<file path="src/shared/rsic_pkg.sv">
package rsic_pkg;

	// ************************************************************
	// register map, byte addresses on the apb bus
	// ************************************************************
	localparam int unsigned ADDR_W = 8;
	localparam logic [7:0] ADDR_STROBE = 8'h00;
	localparam logic [7:0] ADDR_CONFIG = 8'h04;
	localparam logic [7:0] ADDR_STATUS = 8'h08;
	localparam logic [7:0] ADDR_RADIO_DATA = 8'h0C;
	localparam logic [7:0] ADDR_TIMER_CTRL = 8'h10;
	localparam logic [7:0] ADDR_EVENT_FLAGS = 8'h14;
	localparam logic [7:0] ADDR_EVENT_MASK = 8'h18;
	localparam logic [7:0] ADDR_CPU_EVENT = 8'h1C;

	// ************************************************************
	// strobe codes and calibration modes
	// ************************************************************
	localparam logic [7:0] CMD_SYNTH_ON = 8'h00;
	localparam logic [7:0] CMD_CALIBRATE = 8'h01;
	localparam logic [7:0] CMD_RECEIVE = 8'h02;
	localparam logic [7:0] CMD_TRANSMIT = 8'h03;
	localparam logic [7:0] CMD_IDLE = 8'h04;
	localparam logic [1:0] AUTOCAL_MANUAL = 2'h0;
	localparam logic [1:0] AUTOCAL_ON_START = 2'h1;

	// ************************************************************
	// field positions and reset values
	// ************************************************************
	localparam int unsigned CFG_AUTOCAL_LSB = 0;
	localparam int unsigned CFG_CCA_BIT = 2;
	localparam int unsigned CFG_DT_IE_BIT = 3;
	localparam int unsigned CFG_RE_IE_BIT = 4;
	localparam logic [4:0] CFG_RESET = 5'h00;
	localparam int unsigned TIMER_CONTROL_FLAGS_DT_FLAG_BIT = 0;
	localparam int unsigned CPU_RE_FLAG_BIT = 0;
	localparam int unsigned STAT_STATE_LSB = 0;
	localparam int unsigned STAT_COUNT_LSB = 4;
	localparam int unsigned STAT_TXFULL_BIT = 8;
	localparam logic [7:0] EVENT_MASK_RESET = 8'h00;
	localparam int unsigned EVENT_COUNT = 8;
	localparam int unsigned EV_TX_UNDERFLOW_BIT = 7;
	localparam int unsigned EV_RX_OVERFLOW_BIT = 6;

	// ************************************************************
	// sequence timing and strobe backlog
	// ************************************************************
	localparam logic [7:0] CAL_CYCLES = 8'h20;
	localparam logic [7:0] IDLE_CYCLES = 8'h04;
	localparam int unsigned QUEUE_DEPTH = 4;
	localparam int unsigned QUEUE_AW = 2;

	typedef enum logic [2:0] {
		ST_IDLE,
		ST_CAL,
		ST_SYNTH,
		ST_RX,
		ST_TX,
		ST_GOING_IDLE
	} rsic_state_e;

endpackage : rsic_pkg

</file>
<file path="src/rtl/rsic_radio_ctrl.sv">
// Contract
// - each one-byte strobe code 00 to 04 starts its own radio control sequence
// - code 00 turns synth on, calibrating first from idle if autocal 01; rx+cca waits synth-only
// - code 01 calibrates the synth then turns it off, allowed from idle or synth on
// - code 02 enters receive, calibrating first from idle when autocal is 01
// - code 03 from idle enters transmit, calibrating first when autocal is 01
// - transmit strobe during receive with cca enters transmit only on clear channel
// - code 04 returns to idle, synth off; all other codes do nothing
// - idle strobe discards pending strobes; later strobes ignored until idle reached
// - data buffer has its own port; configuration and status are mapped registers
// - two interrupt outputs: data transfer vector and general radio event vector
// - data transfer interrupt only for rx byte ready or tx register free, including on entry to transmit
// - radio event vector merges all events enabled by the event mask
// - radio events trigger on rising edges of their status only
// - data transfer flag set on waiting rx byte or free tx register
// - no data transfer flag in transmit before a transmit strobe; cpu writes after
// - eight event flags: tx underflow down to sync word detected
// - masked event sets cpu event flag; request only with event irq enable
// - data transfer request only when its interrupt enable is one
`timescale 1ns/100ps
`default_nettype none
module rsic_radio_ctrl (
	input wire logic pclk,
	input wire logic presetn,
	input wire logic psel,
	input wire logic penable,
	input wire logic pwrite,
	input wire logic [7:0] paddr,
	input wire logic [31:0] pwdata,
	output logic [31:0] prdata,
	output logic pready,
	output logic pslverr,
	input wire logic [7:0] radio_event_status,
	input wire logic channel_clear,
	input wire logic rx_byte_valid,
	input wire logic [7:0] rx_byte,
	input wire logic tx_byte_taken,
	output logic synth_on,
	output logic rx_on,
	output logic tx_on,
	output logic calibrating,
	output logic [7:0] tx_byte,
	output logic tx_byte_valid,
	output logic irq_data_transfer,
	output logic irq_radio_event
);
	// ************************************************************
	// declarations
	// ************************************************************
	rsic_pkg::rsic_state_e state_reg;
	rsic_pkg::rsic_state_e cal_target_reg;
	rsic_pkg::rsic_state_e dec_target;
	logic [7:0] seq_cnt_reg;
	logic dec_cal;
	logic [4:0] config_reg;
	logic [7:0] event_mask_reg;
	logic [7:0] rx_data_reg;
	logic [7:0] tx_data_reg;
	logic tx_full_reg;
	logic tx_space_prev_reg;
	logic dt_flag_reg;
	logic cpu_event_reg;
	logic irq_dt_reg;
	logic irq_re_reg;
	logic [31:0] prdata_reg;
	logic wr_access;
	logic rd_setup;
	logic addr_ok;
	logic strobe_wr;
	logic is_idle_cmd;
	logic flush;
	logic push_valid;
	logic pop;
	logic seq_busy;
	logic q_empty;
	logic [7:0] q_head;
	logic [rsic_pkg::QUEUE_AW:0] q_count;
	logic [7:0] ev_flags;
	logic [7:0] ev_set;
	logic ev_clr_we;
	logic [1:0] autocal;
	logic cca_en;
	logic dt_ie;
	logic re_ie;
	logic rx_take;
	logic tx_space;
	logic tx_space_rise;
	logic dt_clear;
	logic cpu_clear;
	logic [31:0] rd_mux;

	assign autocal = config_reg[rsic_pkg::CFG_AUTOCAL_LSB +: 2];
	assign cca_en = config_reg[rsic_pkg::CFG_CCA_BIT];
	assign dt_ie = config_reg[rsic_pkg::CFG_DT_IE_BIT];
	assign re_ie = config_reg[rsic_pkg::CFG_RE_IE_BIT];

	// ************************************************************
	// apb slave: zero wait states, read data latched in setup
	// ************************************************************
	assign pready = penable;
	assign wr_access = psel && penable && pwrite && addr_ok;
	assign rd_setup = psel && !penable && !pwrite;
	assign pslverr = psel && penable && !addr_ok;
	assign prdata = prdata_reg;

	always_comb begin
		addr_ok = 1'b1;
		rd_mux = 32'h00000000;
		unique case (paddr)
			rsic_pkg::ADDR_STROBE: begin
				rd_mux = 32'h00000000;
			end
			rsic_pkg::ADDR_CONFIG: begin
				rd_mux[4:0] = config_reg;
			end
			rsic_pkg::ADDR_STATUS: begin
				rd_mux[rsic_pkg::STAT_STATE_LSB +: 3] = state_reg;
				rd_mux[rsic_pkg::STAT_COUNT_LSB +: rsic_pkg::QUEUE_AW+1] = q_count;
				rd_mux[rsic_pkg::STAT_TXFULL_BIT] = tx_full_reg;
			end
			rsic_pkg::ADDR_RADIO_DATA: begin
				rd_mux[7:0] = rx_data_reg;
			end
			rsic_pkg::ADDR_TIMER_CTRL: begin
				rd_mux[rsic_pkg::TIMER_CONTROL_FLAGS_DT_FLAG_BIT] = dt_flag_reg;
			end
			rsic_pkg::ADDR_EVENT_FLAGS: begin
				rd_mux[7:0] = ev_flags;
			end
			rsic_pkg::ADDR_EVENT_MASK: begin
				rd_mux[7:0] = event_mask_reg;
			end
			rsic_pkg::ADDR_CPU_EVENT: begin
				rd_mux[rsic_pkg::CPU_RE_FLAG_BIT] = cpu_event_reg;
			end
			default: begin
				addr_ok = 1'b0;
			end
		endcase
	end

	always_ff @(posedge pclk or negedge presetn) begin
		if (!presetn) begin
			prdata_reg <= 32'h00000000;
		end else if (rd_setup) begin
			prdata_reg <= rd_mux;
		end
	end

	always_ff @(posedge pclk or negedge presetn) begin
		if (!presetn) begin
			config_reg <= rsic_pkg::CFG_RESET;
			event_mask_reg <= rsic_pkg::EVENT_MASK_RESET;
		end else if (wr_access) begin
			if (paddr == rsic_pkg::ADDR_CONFIG) begin
				config_reg <= pwdata[4:0];
			end
			if (paddr == rsic_pkg::ADDR_EVENT_MASK) begin
				event_mask_reg <= pwdata[7:0];
			end
		end
	end

	// ************************************************************
	// strobe intake and backlog
	// ************************************************************
	assign strobe_wr = wr_access && (paddr == rsic_pkg::ADDR_STROBE);
	assign is_idle_cmd = (pwdata[7:0] == rsic_pkg::CMD_IDLE);
	// the idle strobe bypasses the backlog so it can cut a long calibration short
	assign flush = strobe_wr && is_idle_cmd;
	assign push_valid = strobe_wr && !is_idle_cmd && (state_reg != rsic_pkg::ST_GOING_IDLE);
	assign seq_busy = (state_reg == rsic_pkg::ST_CAL) || (state_reg == rsic_pkg::ST_GOING_IDLE);
	assign pop = !q_empty && !seq_busy && !flush;

	rsic_strobe_queue u_queue (
		.pclk(pclk),
		.presetn(presetn),
		.push_valid(push_valid),
		.push_data(pwdata[7:0]),
		.pop(pop),
		.flush(flush),
		.empty(q_empty),
		.full(),
		.head(q_head),
		.count(q_count)
	);

	// ************************************************************
	// strobe decode
	// ************************************************************
	always_comb begin
		dec_cal = 1'b0;
		dec_target = state_reg;
		if (q_head == rsic_pkg::CMD_SYNTH_ON) begin
			dec_target = rsic_pkg::ST_SYNTH;
			dec_cal = (state_reg == rsic_pkg::ST_IDLE) && (autocal == rsic_pkg::AUTOCAL_ON_START);
		end else if (q_head == rsic_pkg::CMD_CALIBRATE) begin
			if (state_reg == rsic_pkg::ST_IDLE || state_reg == rsic_pkg::ST_SYNTH) begin
				dec_cal = 1'b1;
				dec_target = rsic_pkg::ST_IDLE;
			end
		end else if (q_head == rsic_pkg::CMD_RECEIVE) begin
			dec_target = rsic_pkg::ST_RX;
			dec_cal = (state_reg == rsic_pkg::ST_IDLE) && (autocal == rsic_pkg::AUTOCAL_ON_START);
		end else if (q_head == rsic_pkg::CMD_TRANSMIT) begin
			if (state_reg == rsic_pkg::ST_RX && cca_en) begin
				dec_target = channel_clear ? rsic_pkg::ST_TX : rsic_pkg::ST_RX;
			end else begin
				dec_target = rsic_pkg::ST_TX;
				dec_cal = (state_reg == rsic_pkg::ST_IDLE) && (autocal == rsic_pkg::AUTOCAL_ON_START);
			end
		end
	end

	// ************************************************************
	// radio sequencer
	// ************************************************************
	always_ff @(posedge pclk or negedge presetn) begin
		if (!presetn) begin
			state_reg <= rsic_pkg::ST_IDLE;
			cal_target_reg <= rsic_pkg::ST_IDLE;
			seq_cnt_reg <= 8'h00;
		end else if (flush) begin
			if (state_reg != rsic_pkg::ST_IDLE) begin
				state_reg <= rsic_pkg::ST_GOING_IDLE;
				seq_cnt_reg <= rsic_pkg::IDLE_CYCLES;
			end
		end else begin
			unique case (state_reg)
				rsic_pkg::ST_CAL, rsic_pkg::ST_GOING_IDLE: begin
					if (seq_cnt_reg == 8'h01) begin
						state_reg <= (state_reg == rsic_pkg::ST_CAL) ? cal_target_reg
							: rsic_pkg::ST_IDLE;
					end
					seq_cnt_reg <= seq_cnt_reg - 8'h01;
				end
				rsic_pkg::ST_IDLE, rsic_pkg::ST_SYNTH, rsic_pkg::ST_RX, rsic_pkg::ST_TX: begin
					if (pop && dec_cal) begin
						state_reg <= rsic_pkg::ST_CAL;
						cal_target_reg <= dec_target;
						seq_cnt_reg <= rsic_pkg::CAL_CYCLES;
					end else if (pop) begin
						state_reg <= dec_target;
					end
				end
			endcase
		end
	end

	always_ff @(posedge pclk or negedge presetn) begin
		if (!presetn) begin
			synth_on <= 1'b0;
			rx_on <= 1'b0;
			tx_on <= 1'b0;
			calibrating <= 1'b0;
		end else begin
			synth_on <= (state_reg != rsic_pkg::ST_IDLE) && (state_reg != rsic_pkg::ST_GOING_IDLE);
			rx_on <= (state_reg == rsic_pkg::ST_RX);
			tx_on <= (state_reg == rsic_pkg::ST_TX);
			calibrating <= (state_reg == rsic_pkg::ST_CAL);
		end
	end

	// ************************************************************
	// radio data register and data transfer flag
	// ************************************************************
	assign rx_take = rx_byte_valid && (state_reg == rsic_pkg::ST_RX);
	// only a transmit state opens the tx register, so no flag before the strobe
	assign tx_space = (state_reg == rsic_pkg::ST_TX) && !tx_full_reg;
	assign tx_space_rise = tx_space && !tx_space_prev_reg;
	assign dt_clear = wr_access && (paddr == rsic_pkg::ADDR_TIMER_CTRL)
		&& !pwdata[rsic_pkg::TIMER_CONTROL_FLAGS_DT_FLAG_BIT];

	always_ff @(posedge pclk or negedge presetn) begin
		if (!presetn) begin
			rx_data_reg <= 8'h00;
		end else if (rx_take) begin
			rx_data_reg <= rx_byte;
		end
	end

	always_ff @(posedge pclk or negedge presetn) begin
		if (!presetn) begin
			tx_data_reg <= 8'h00;
			tx_full_reg <= 1'b0;
		end else if (state_reg != rsic_pkg::ST_TX) begin
			tx_full_reg <= 1'b0;
		end else if (wr_access && paddr == rsic_pkg::ADDR_RADIO_DATA && !tx_full_reg) begin
			tx_data_reg <= pwdata[7:0];
			tx_full_reg <= 1'b1;
		end else if (tx_byte_taken) begin
			tx_full_reg <= 1'b0;
		end
	end

	assign tx_byte = tx_data_reg;
	assign tx_byte_valid = tx_full_reg;

	always_ff @(posedge pclk or negedge presetn) begin
		if (!presetn) begin
			tx_space_prev_reg <= 1'b0;
			dt_flag_reg <= 1'b0;
		end else begin
			tx_space_prev_reg <= tx_space;
			// set beats a clear in the same cycle, so no byte goes unnoticed
			if (rx_take || tx_space_rise) begin
				dt_flag_reg <= 1'b1;
			end else if (dt_clear) begin
				dt_flag_reg <= 1'b0;
			end
		end
	end

	// ************************************************************
	// general radio events
	// ************************************************************
	assign ev_clr_we = wr_access && (paddr == rsic_pkg::ADDR_EVENT_FLAGS);
	assign cpu_clear = wr_access && (paddr == rsic_pkg::ADDR_CPU_EVENT)
		&& !pwdata[rsic_pkg::CPU_RE_FLAG_BIT];

	rsic_event_edges u_edges (
		.pclk(pclk),
		.presetn(presetn),
		.ev_status(radio_event_status),
		.clr_we(ev_clr_we),
		.clr_data(pwdata[7:0]),
		.ev_flags(ev_flags),
		.ev_set(ev_set)
	);

	always_ff @(posedge pclk or negedge presetn) begin
		if (!presetn) begin
			cpu_event_reg <= 1'b0;
		end else if (|(ev_set & event_mask_reg)) begin
			cpu_event_reg <= 1'b1;
		end else if (cpu_clear) begin
			cpu_event_reg <= 1'b0;
		end
	end

	// ************************************************************
	// interrupt outputs: vector 0 data transfer, vector 16 radio events
	// ************************************************************
	always_ff @(posedge pclk or negedge presetn) begin
		if (!presetn) begin
			irq_dt_reg <= 1'b0;
			irq_re_reg <= 1'b0;
		end else begin
			irq_dt_reg <= dt_flag_reg && dt_ie;
			irq_re_reg <= cpu_event_reg && re_ie;
		end
	end

	assign irq_data_transfer = irq_dt_reg;
	assign irq_radio_event = irq_re_reg;

	// ************************************************************
	// checks
	// ************************************************************
	chk_idle_flush_queue: assert property (@(posedge pclk) disable iff (!presetn)
		flush |=> q_empty)
		else $error("idle strobe left strobes pending");

	chk_ignore_going_idle: assert property (@(posedge pclk) disable iff (!presetn)
		(state_reg == rsic_pkg::ST_GOING_IDLE && q_empty) |=> q_empty)
		else $error("strobe taken while heading for idle");

	chk_cal_before_rx: assert property (@(posedge pclk) disable iff (!presetn)
		(pop && q_head == rsic_pkg::CMD_RECEIVE && state_reg == rsic_pkg::ST_IDLE
		&& autocal == rsic_pkg::AUTOCAL_ON_START)
		|=> state_reg == rsic_pkg::ST_CAL ##32 state_reg == rsic_pkg::ST_RX)
		else $error("receive not preceded by calibration");

	chk_tx_busy_channel: assert property (@(posedge pclk) disable iff (!presetn)
		(pop && q_head == rsic_pkg::CMD_TRANSMIT && state_reg == rsic_pkg::ST_RX
		&& cca_en && !channel_clear) |=> state_reg == rsic_pkg::ST_RX)
		else $error("transmit entered on busy channel");

	chk_nop_keeps_state: assert property (@(posedge pclk) disable iff (!presetn)
		(pop && q_head > rsic_pkg::CMD_IDLE) |=> $stable(state_reg))
		else $error("no-op strobe changed state");

	chk_cal_length: assert property (@(posedge pclk) disable iff (!presetn)
		$rose(state_reg == rsic_pkg::ST_CAL) |-> ##32 state_reg != rsic_pkg::ST_CAL)
		else $error("calibration length wrong");

	chk_rx_sets_flag: assert property (@(posedge pclk) disable iff (!presetn)
		rx_take |=> dt_flag_reg ##1 (irq_data_transfer == dt_ie))
		else $error("rx byte did not raise data flag");

	chk_no_flag_before_tx: assert property (@(posedge pclk) disable iff (!presetn)
		(!dt_flag_reg && !rx_take && state_reg != rsic_pkg::ST_TX) |=> !dt_flag_reg)
		else $error("data flag without rx byte or transmit");

	chk_event_irq_gate: assert property (@(posedge pclk) disable iff (!presetn)
		(|(ev_set & event_mask_reg)) |=> cpu_event_reg ##1 (irq_radio_event == re_ie))
		else $error("masked event did not reach radio event irq");

	chk_dt_irq_gate: assert property (@(posedge pclk) disable iff (!presetn)
		!dt_ie |=> !irq_data_transfer)
		else $error("data irq raised while disabled");
endmodule : rsic_radio_ctrl
`default_nettype wire

</file>
<file path="src/rtl/rsic_strobe_queue.sv">
`timescale 1ns/100ps
`default_nettype none
module rsic_strobe_queue (
	input wire logic pclk,
	input wire logic presetn,
	input wire logic push_valid,
	input wire logic [7:0] push_data,
	input wire logic pop,
	input wire logic flush,
	output logic empty,
	output logic full,
	output logic [7:0] head,
	output logic [rsic_pkg::QUEUE_AW:0] count
);
	logic [7:0] slot_reg [rsic_pkg::QUEUE_DEPTH];
	logic [rsic_pkg::QUEUE_AW-1:0] rd_ptr_reg;
	logic [rsic_pkg::QUEUE_AW-1:0] wr_ptr_reg;
	logic [rsic_pkg::QUEUE_AW:0] count_reg;
	logic do_push;
	logic do_pop;

	// a push into a full backlog is dropped; the cpu sees the count first
	assign empty = (count_reg == '0);
	assign full = (count_reg == (rsic_pkg::QUEUE_AW+1)'(rsic_pkg::QUEUE_DEPTH));
	assign head = slot_reg[rd_ptr_reg];
	assign count = count_reg;
	assign do_push = push_valid && !full && !flush;
	assign do_pop = pop && !empty && !flush;

	always_ff @(posedge pclk) begin
		if (do_push) begin
			slot_reg[wr_ptr_reg] <= push_data;
		end
	end

	always_ff @(posedge pclk or negedge presetn) begin
		if (!presetn) begin
			rd_ptr_reg <= '0;
			wr_ptr_reg <= '0;
			count_reg <= '0;
		end else if (flush) begin
			rd_ptr_reg <= '0;
			wr_ptr_reg <= '0;
			count_reg <= '0;
		end else begin
			if (do_push) begin
				wr_ptr_reg <= wr_ptr_reg + 1'b1;
			end
			if (do_pop) begin
				rd_ptr_reg <= rd_ptr_reg + 1'b1;
			end
			count_reg <= count_reg + (rsic_pkg::QUEUE_AW+1)'(do_push)
				- (rsic_pkg::QUEUE_AW+1)'(do_pop);
		end
	end
endmodule : rsic_strobe_queue
`default_nettype wire

</file>
<file path="src/rtl/rsic_event_edges.sv">
`timescale 1ns/100ps
`default_nettype none
module rsic_event_edges (
	input wire logic pclk,
	input wire logic presetn,
	input wire logic [7:0] ev_status,
	input wire logic clr_we,
	input wire logic [7:0] clr_data,
	output logic [7:0] ev_flags,
	output logic [7:0] ev_set
);
	logic [7:0] prev_reg;
	logic [7:0] flag_reg;

	always_ff @(posedge pclk or negedge presetn) begin
		if (!presetn) begin
			prev_reg <= 8'h00;
		end else begin
			prev_reg <= ev_status;
		end
	end

	genvar i;
	generate
		for (i = 0; i < rsic_pkg::EVENT_COUNT; i++) begin : g_ev
			// a level that stays high raises nothing new
			assign ev_set[i] = ev_status[i] && !prev_reg[i];
			// writing zero clears; a fresh edge in that cycle wins
			always_ff @(posedge pclk or negedge presetn) begin
				if (!presetn) begin
					flag_reg[i] <= 1'b0;
				end else if (ev_set[i]) begin
					flag_reg[i] <= 1'b1;
				end else if (clr_we && !clr_data[i]) begin
					flag_reg[i] <= 1'b0;
				end
			end
		end
	endgenerate

	assign ev_flags = flag_reg;

	chk_rise_sets_flag: assert property (@(posedge pclk) disable iff (!presetn)
		(ev_status[0] && !prev_reg[0]) |=> flag_reg[0])
		else $error("event edge did not set its flag");
endmodule : rsic_event_edges
`default_nettype wire

</file>
<file path="config.mk">
export PLATFORM = sky130hd
export DESIGN_NAME = rsic_radio_ctrl
export DESIGN_NICKNAME = d
export VERILOG_FILES = /design/src/shared/rsic_pkg.sv /design/src/rtl/rsic_radio_ctrl.sv /design/src/rtl/rsic_strobe_queue.sv /design/src/rtl/rsic_event_edges.sv
export SDC_FILE = /design/constraint.sdc
export NUM_CORES = 1
export LEC_CHECK = 0
export BUFFER_PORTS_ARGS = -buffer_cell sky130_fd_sc_hd__buf_2
export CORE_ASPECT_RATIO = 1.4
export CORE_MARGIN = 5
export CORE_UTILIZATION = 59
export CTS_CLUSTER_DIAMETER = 60
export DETAILED_ROUTE_END_ITERATION = 7
export HOLD_SLACK_MARGIN = 0.1
export PLACE_DENSITY = 0.83
export RECOVER_POWER = 100
export SETUP_SLACK_MARGIN = 0.02
export SYNTH_ARGS = -nofsm -noshare
export SYNTH_HDL_FRONTEND = slang
export SYNTH_HIERARCHICAL = 1
export SYNTH_SLANG_ARGS = --single-unit
</file>
<file path="constraint.sdc">
create_clock -name pclk -period 4.1 [get_ports pclk]
set_clock_uncertainty 0.2 [all_clocks]
set_input_delay 0.82 -clock pclk [delete_from_list [all_inputs] [get_ports pclk]]
set_output_delay 0.82 -clock pclk [all_outputs]
set_load 0.02 [all_outputs]
</file>
# == After elaboration in Yosys (flattened, before gate mapping) ==
# Memory sizes are Yosys's and may differ from the RTL's.
# Cells that the tools add are included.
# classes
muxes,62
addsub,5
bitwise,3
n_eq_ne,25
n_reduce_logical,105
# op_table
operator,n
1-bit logical AND,48
3-bit two-way mux,14
1-bit two-way mux,33
8-bit by 5-bit equality test with 1-bit output (second input constant),4
1-bit logical NOT,26
8-bit two-way mux,3
2-bit nonzero test,12
8-bit by 1-bit equality test with 1-bit output (second input constant),2
8-bit by 2-bit equality test with 1-bit output (second input constant),2
8-bit by 3-bit equality test with 1-bit output (second input constant),2
8-bit by 4-bit equality test with 1-bit output (second input constant),2
8-bit logical NOT,2
8-bit one-hot mux with 2 select lines,1
8-bit OR reduction,2
2-bit one-hot mux with 5 select lines,1
3-bit equality test (second input constant),3
8-bit bitwise AND,1
2-bit two-way mux,4
2-bit one-hot mux with 4 select lines,1
2-bit AND reduction,4
8-bit by 1-bit subtractor with 8-bit output (second input constant),1
1-bit one-hot mux with 7 select lines,1
3-bit by 2-bit equality test with 1-bit output (second input constant),2
3-bit logical NOT,2
19 further kinds,27
# totals
mem_count,1
regBits,85
ramBits,32
wordCells,231
# memory_table
name,depth,word_bits,rd,rd_clocked_by_memory_dff,write_ports,line,source
u_queue.slot_reg,4,8,1,0,1,rsic_strobe_queue.sv:15,logic [7:0] slot_reg [rsic_pkg::QUEUE_DEPTH];

# == Depth between registers and ports, before layout ==
# logic_depth
depth_word,12
ltp_mapped,14

# == Modules after synthesis ==
# Netlist, hierarchy kept.
# modules_own_cells
module,area_each_um2,seq_area_each_um2,cells_each,n_inst
rsic_radio_ctrl,3378.2,1551.5,323,1
rsic_strobe_queue,1626.6,1136.1,89,1
rsic_event_edges,560.5,400.4,40,1

# == Worst setup path after synthesis ==
# OpenSTA, ideal clock, no wires.
# synth_path
path_type,input -> register
startpoint,input paddr[4]
endpoint,"register u_queue.count_reg, in the netlist u_queue/count[2]"
slack_ns,0.473
stages,13
setup_ns,0.132
n_path_buf,2
required_ns,3.768
arrival_time_ns,3.295
cell_sequence,or4_1 -> buf_6 -> nor3_1 -> clkbuf_1 -> nor3_2 -> inv_1 -> ha_1 -> inv_1 -> ha_1 -> inv_1 -> fa_1 -> xnor2_1 -> nor2_1
# synth_via
elab_chain_len,12
word_cells_on_any_way,24
classes_between,add/sub: 2; eq/ne: 7; mux: 2; reduce/logical: 13
# synth_rtl
element,line,source
from (decl),rsic_radio_ctrl.sv:28,"input wire logic [7:0] paddr,"
8-bit by 3-bit equality test with 1-bit output (tied with other cells),rsic_radio_ctrl.sv:109,unique case (paddr)
8-bit OR reduction (no source line),n/a,
1-bit two-way mux,rsic_radio_ctrl.sv:109,
1-bit logical AND,rsic_radio_ctrl.sv:101,assign wr_access = psel && penable && pwrite && addr_ok;
1-bit logical AND *,rsic_radio_ctrl.sv:167,assign strobe_wr = wr_access && (paddr == rsic_pkg::ADDR_STROBE);
1-bit logical AND *,rsic_radio_ctrl.sv:170,assign flush = strobe_wr && is_idle_cmd;
net flush,rsic_radio_ctrl.sv:71,logic flush;
"parallel branches: the longest is 5 deep, another holds 3-bit by 1-bit adder with 3-bit output",n/a,
3-bit two-way mux *,rsic_strobe_queue.sv:41,end else if (flush) begin
to (signal assigned),rsic_strobe_queue.sv:52,count_reg <= count_reg + (rsic_pkg::QUEUE_AW+1)'(do_push)
to (decl),rsic_strobe_queue.sv:18,logic [rsic_pkg::QUEUE_AW:0] count_reg;
# Mark *: on every way through the listed nets, which the timed path passes.
# A chain may end at the register's enable or synchronous reset.

# == Worst setup path after layout ==
# layout_path
startpoint,input pwdata[1]
endpoint,"register u_queue.count_reg, in the netlist u_queue/count[2]"
# layout_via
elab_chain_len,9
word_cells_on_any_way,14
classes_between,add/sub: 2; eq/ne: 1; mux: 1; reduce/logical: 10
# layout_rtl
element,line,source
from (decl),rsic_radio_ctrl.sv:29,"input wire logic [31:0] pwdata,"
8-bit by 3-bit equality test with 1-bit output,rsic_radio_ctrl.sv:168,assign is_idle_cmd = (pwdata[7:0] == rsic_pkg::CMD_IDLE);
1-bit logical NOT,rsic_radio_ctrl.sv:171,assign push_valid = strobe_wr && !is_idle_cmd && (state_reg != rsic_pkg::ST_GOING_IDLE);
1-bit logical AND (2 in a row),rsic_radio_ctrl.sv:171,
net push_valid,rsic_radio_ctrl.sv:72,logic push_valid;
1-bit logical AND (2 in a row),rsic_strobe_queue.sv:27,assign do_push = push_valid && !full && !flush;
3-bit by 1-bit adder with 3-bit output,rsic_strobe_queue.sv:52,
3-bit by 1-bit subtractor with 3-bit output,rsic_strobe_queue.sv:53,- (rsic_pkg::QUEUE_AW+1)'(do_pop);
3-bit two-way mux,rsic_strobe_queue.sv:41,
# The timed path passes the listed nets, and every way through them passes these cells.

==> results.json <==
{
  "status": "complete, but fails checks",
  "violations": "capacitance limit, slew limit",
  "synth_ff_type": "dfrtp_1",
  "p_leak_nw": 2.72,
  "r2r_slack_ns": 0.92,
  "detail_route.iter0.violations": 488,
  "synth.largest_area_cell": "dfrtp_1",
  "grt_max_degree": 86,
  "diodes": 0,
  "crit_family": "adder cells",
  "finalHoldViolCount": 0,
  "die_area_mm2": 0.0115,
  "max_freq_mhz": 281,
  "cts.sinks": 117,
  "routed_wirelength_mm": 13.5,
  "cp.required_ns": 4.20,
  "regToRegStartpoint": "state_reg[2]",
  "grt_remaining_overflow": 0,
  "clkLatencyLatePin_ns": 0.42,
  "die_w_um": 92.1,
  "clk_path_buf_depth": 2,
  "synth_edf_count": 32,
  "fin_crit_sh_pct": 86.8,
  "avgViaCountPerCell": 6.34,
  "synth_cell_types": 68,
  "grt_pass1_vias": 4212,
  "port_buffers": 65,
  "seq_area_frac_synth_pct": 55.5,
  "post-cts-setup-buffers": 0,
  "crit_top_cell": "inv_1",
  "clk_pin_slew_ns": 0.05,
  "num_rows": 42,
  "hold_buffers": 0,
  "antenna_left": 0,
  "drcViolationCount": 0,
  "grt_pass1_wl_mm": 21.5,
  "ys.warnings.count": 6,
  "timing.rr.end": "tx_byte[1]",
  "num_vias": 4124,
  "hold_path.class": "flop to flop",
  "min_period_ns": 3.56,
  "syn_to_final_growth_pct": 15.4,
  "slowest_delay_ns": 0.40,
  "min_from": "tx_space_prev_reg",
  "finalSetupViolCount": 0,
  "rsz0062_at_grt": "no",
  "syn_area_per_cell_um2": 12.3,
  "total_power_mw": 3.81,
  "crit_slowest_cell": "fa_1",
  "peakVddDrop_mv": 0.435,
  "grt_use_total_pct": 24.3,
  "hold_depth": 1,
  "drive_gt1_share_pct": 20.0,
  "fin_nets": 600,
  "critPathBufInv": 5,
  "min_to": "dt_flag_reg",
  "synthMostInstantiatedCell": "dfrtp_1",
  "worst_slew_pin_slew_ns": 2.10,
  "netlist_area_mm2": 0.00557,
  "slew_headroom_pct": -40.3,
  "drv_slew": 86,
  "cts-root-buf": "clkbuf_16",
  "r2r_cells": 4,
  "dr.pass1.iters": 6,
  "synthTopCellsByCount": "85 x dfrtp_1, 33 x mux2_2, 32 x edfxtp_1",
  "cts_tree": "built",
  "n_fill_cell": 666,
  "antenna_found_initial": 0,
  "synth_top_area_share_pct": 38.2,
  "ioPinCount": 113,
  "critPathArrivalTime_ns": 3.66,
  "syn_inst": 452,
  "cts_resized": 0,
  "setup-tns-final_ns": 0,
  "critPathCaptureType": "flop",
  "largest_reg_flops": 32,
  "hpwl_mm": 8.99,
  "async_reset_ff_share_pct": 72.6,
  "core_mm2": 0.00935,
  "yosys-top-cells-area": "dfrtp_1 38%, edfxtp_1 17%, mux2_2 6.7%, buf_4 3.4%, mux4_2 3.2%",
  "start_kind": "primary input",
  "drv_cap": 1,
  "cts_inserted_buffers": 17,
  "place_congestion": 0.931,
  "die_y_um": 125,
  "start_util_pct": 59.5,
  "wire_per_inst_um": 20.8,
  "power.density_mw_per_mm2": 594,
  "synth_seq_cells": 117,
  "worstPathMaxFanout": 9,
  "htreeDepth": 4,
  "crit_chain": "clkbuf_1, nor4b_1, nand2_1, nand2_1, a211oi_1, clkinv_1, nor3_2, inv_1, ha_1, inv_1, ha_1, inv_1, fa_1, xnor2_1, nor2_1",
  "crit_type": "primary input to flop"
}
==> power breakdown <==
part           total, mW  switching, mW  internal [mW]  leakage [nW]
Combinational      0.799          0.452          0.347          1.07
Clock               1.49          0.552          0.937         0.290
Sequential          1.53          0.200           1.33          1.37
Total               3.81           1.20           2.61          2.72
==> worst max-delay path by stage <==
stage	startpoint	endpoint	slack, ns	depth (start not counted)
final	pwdata[1]	u_queue/count[2]	0.54	15
after global routing	pwdata[1]	u_queue/count[2]	0.38	15
after CTS	paddr[4]	u_queue/count[2]	0.69	15
after detailed placement	paddr[4]	u_queue/count[2]	0.29	15
after global placement	paddr[4]	u_queue/count[2]	0.32	15
after floorplan	paddr[4]	u_queue/count[2]	0.47	13
==> cells in the final DEF (no fill, tap or decap), drive strengths merged, types with 3 or more instances in the layout <==
cell type,n
dfrtp,85
clkbuf,65
mux2,33
edfxtp,32
buf,27
nand2,24
nor2,24
conb,23
a21oi,17
inv,17
nand2b,15
nor3,12
nor2b,11
a21o,10
a22oi,9
and2,9
ha,8
mux4,8
nand3,7
o21ai,7
nor4,7
o211ai,6
nor3b,6
clkinv,6
a221oi,5
and3,4
nand3b,4
a22o,4
nand4,4
nor4b,3
or3,3
a222oi,3
xor2,3
==> per-stage QoR <==
stage	area [µm²]	worst slack [ns]	util, %	cells	hold WS (ns)
detailed placement	5920	0.289	63.3	618	0.265
global route	6420	0.377	68.7	650	0.302
floorplan	5650	0.473	-	474	0.229
CTS	6520	0.686	69.7	650	0.277
finish	6420	0.541	68.7	650	0.271
global placement	5920	0.315	63.3	618	0.253
==> final cells by class <==
cell class,instances,area [µm²],share of cell area (%)
clock buffers,19,454,7.07
clock inverters,13,148,2.30
inverters,14,52.6,0.818
multi-input cells,304,2230,34.7
flip-flops and latches,117,3090,48.1
well taps,110,138,2.14
repair buffers,73,317,4.93
==> routing by layer <==
layer	up-vias	wire length (µm)	share of wire [%]	global-route usage, %
met3	38	1010	7.5	6.16
met1	2059	5010	37	28.8
met4	0	363	2.7	10.4
met5	-	0	0	0
met2	236	7130	53	41.7
li1	1791	-	-	-
==> cells by family (layout without fill, tap and decap cells) <==
group / Yosys count / in the layout / share of synthesized area (%)
AO/OA/AOI/OAI: 82 / 82 / 10.7
adder cells (fa/ha/maj): 9 / 9 / 2.16
AND/OR/NAND/NOR: 143 / 143 / 15.2
multiplexers: 43 / 43 / 10.3
other: 1 / 23 / 0.0674
buffers and inverters: 53 / 119 / 5.46
flip-flops: 117 / 117 / 55.5
XOR/XNOR: 4 / 4 / 0.630
No activity file was read; power rests on OpenSTA's default activity.
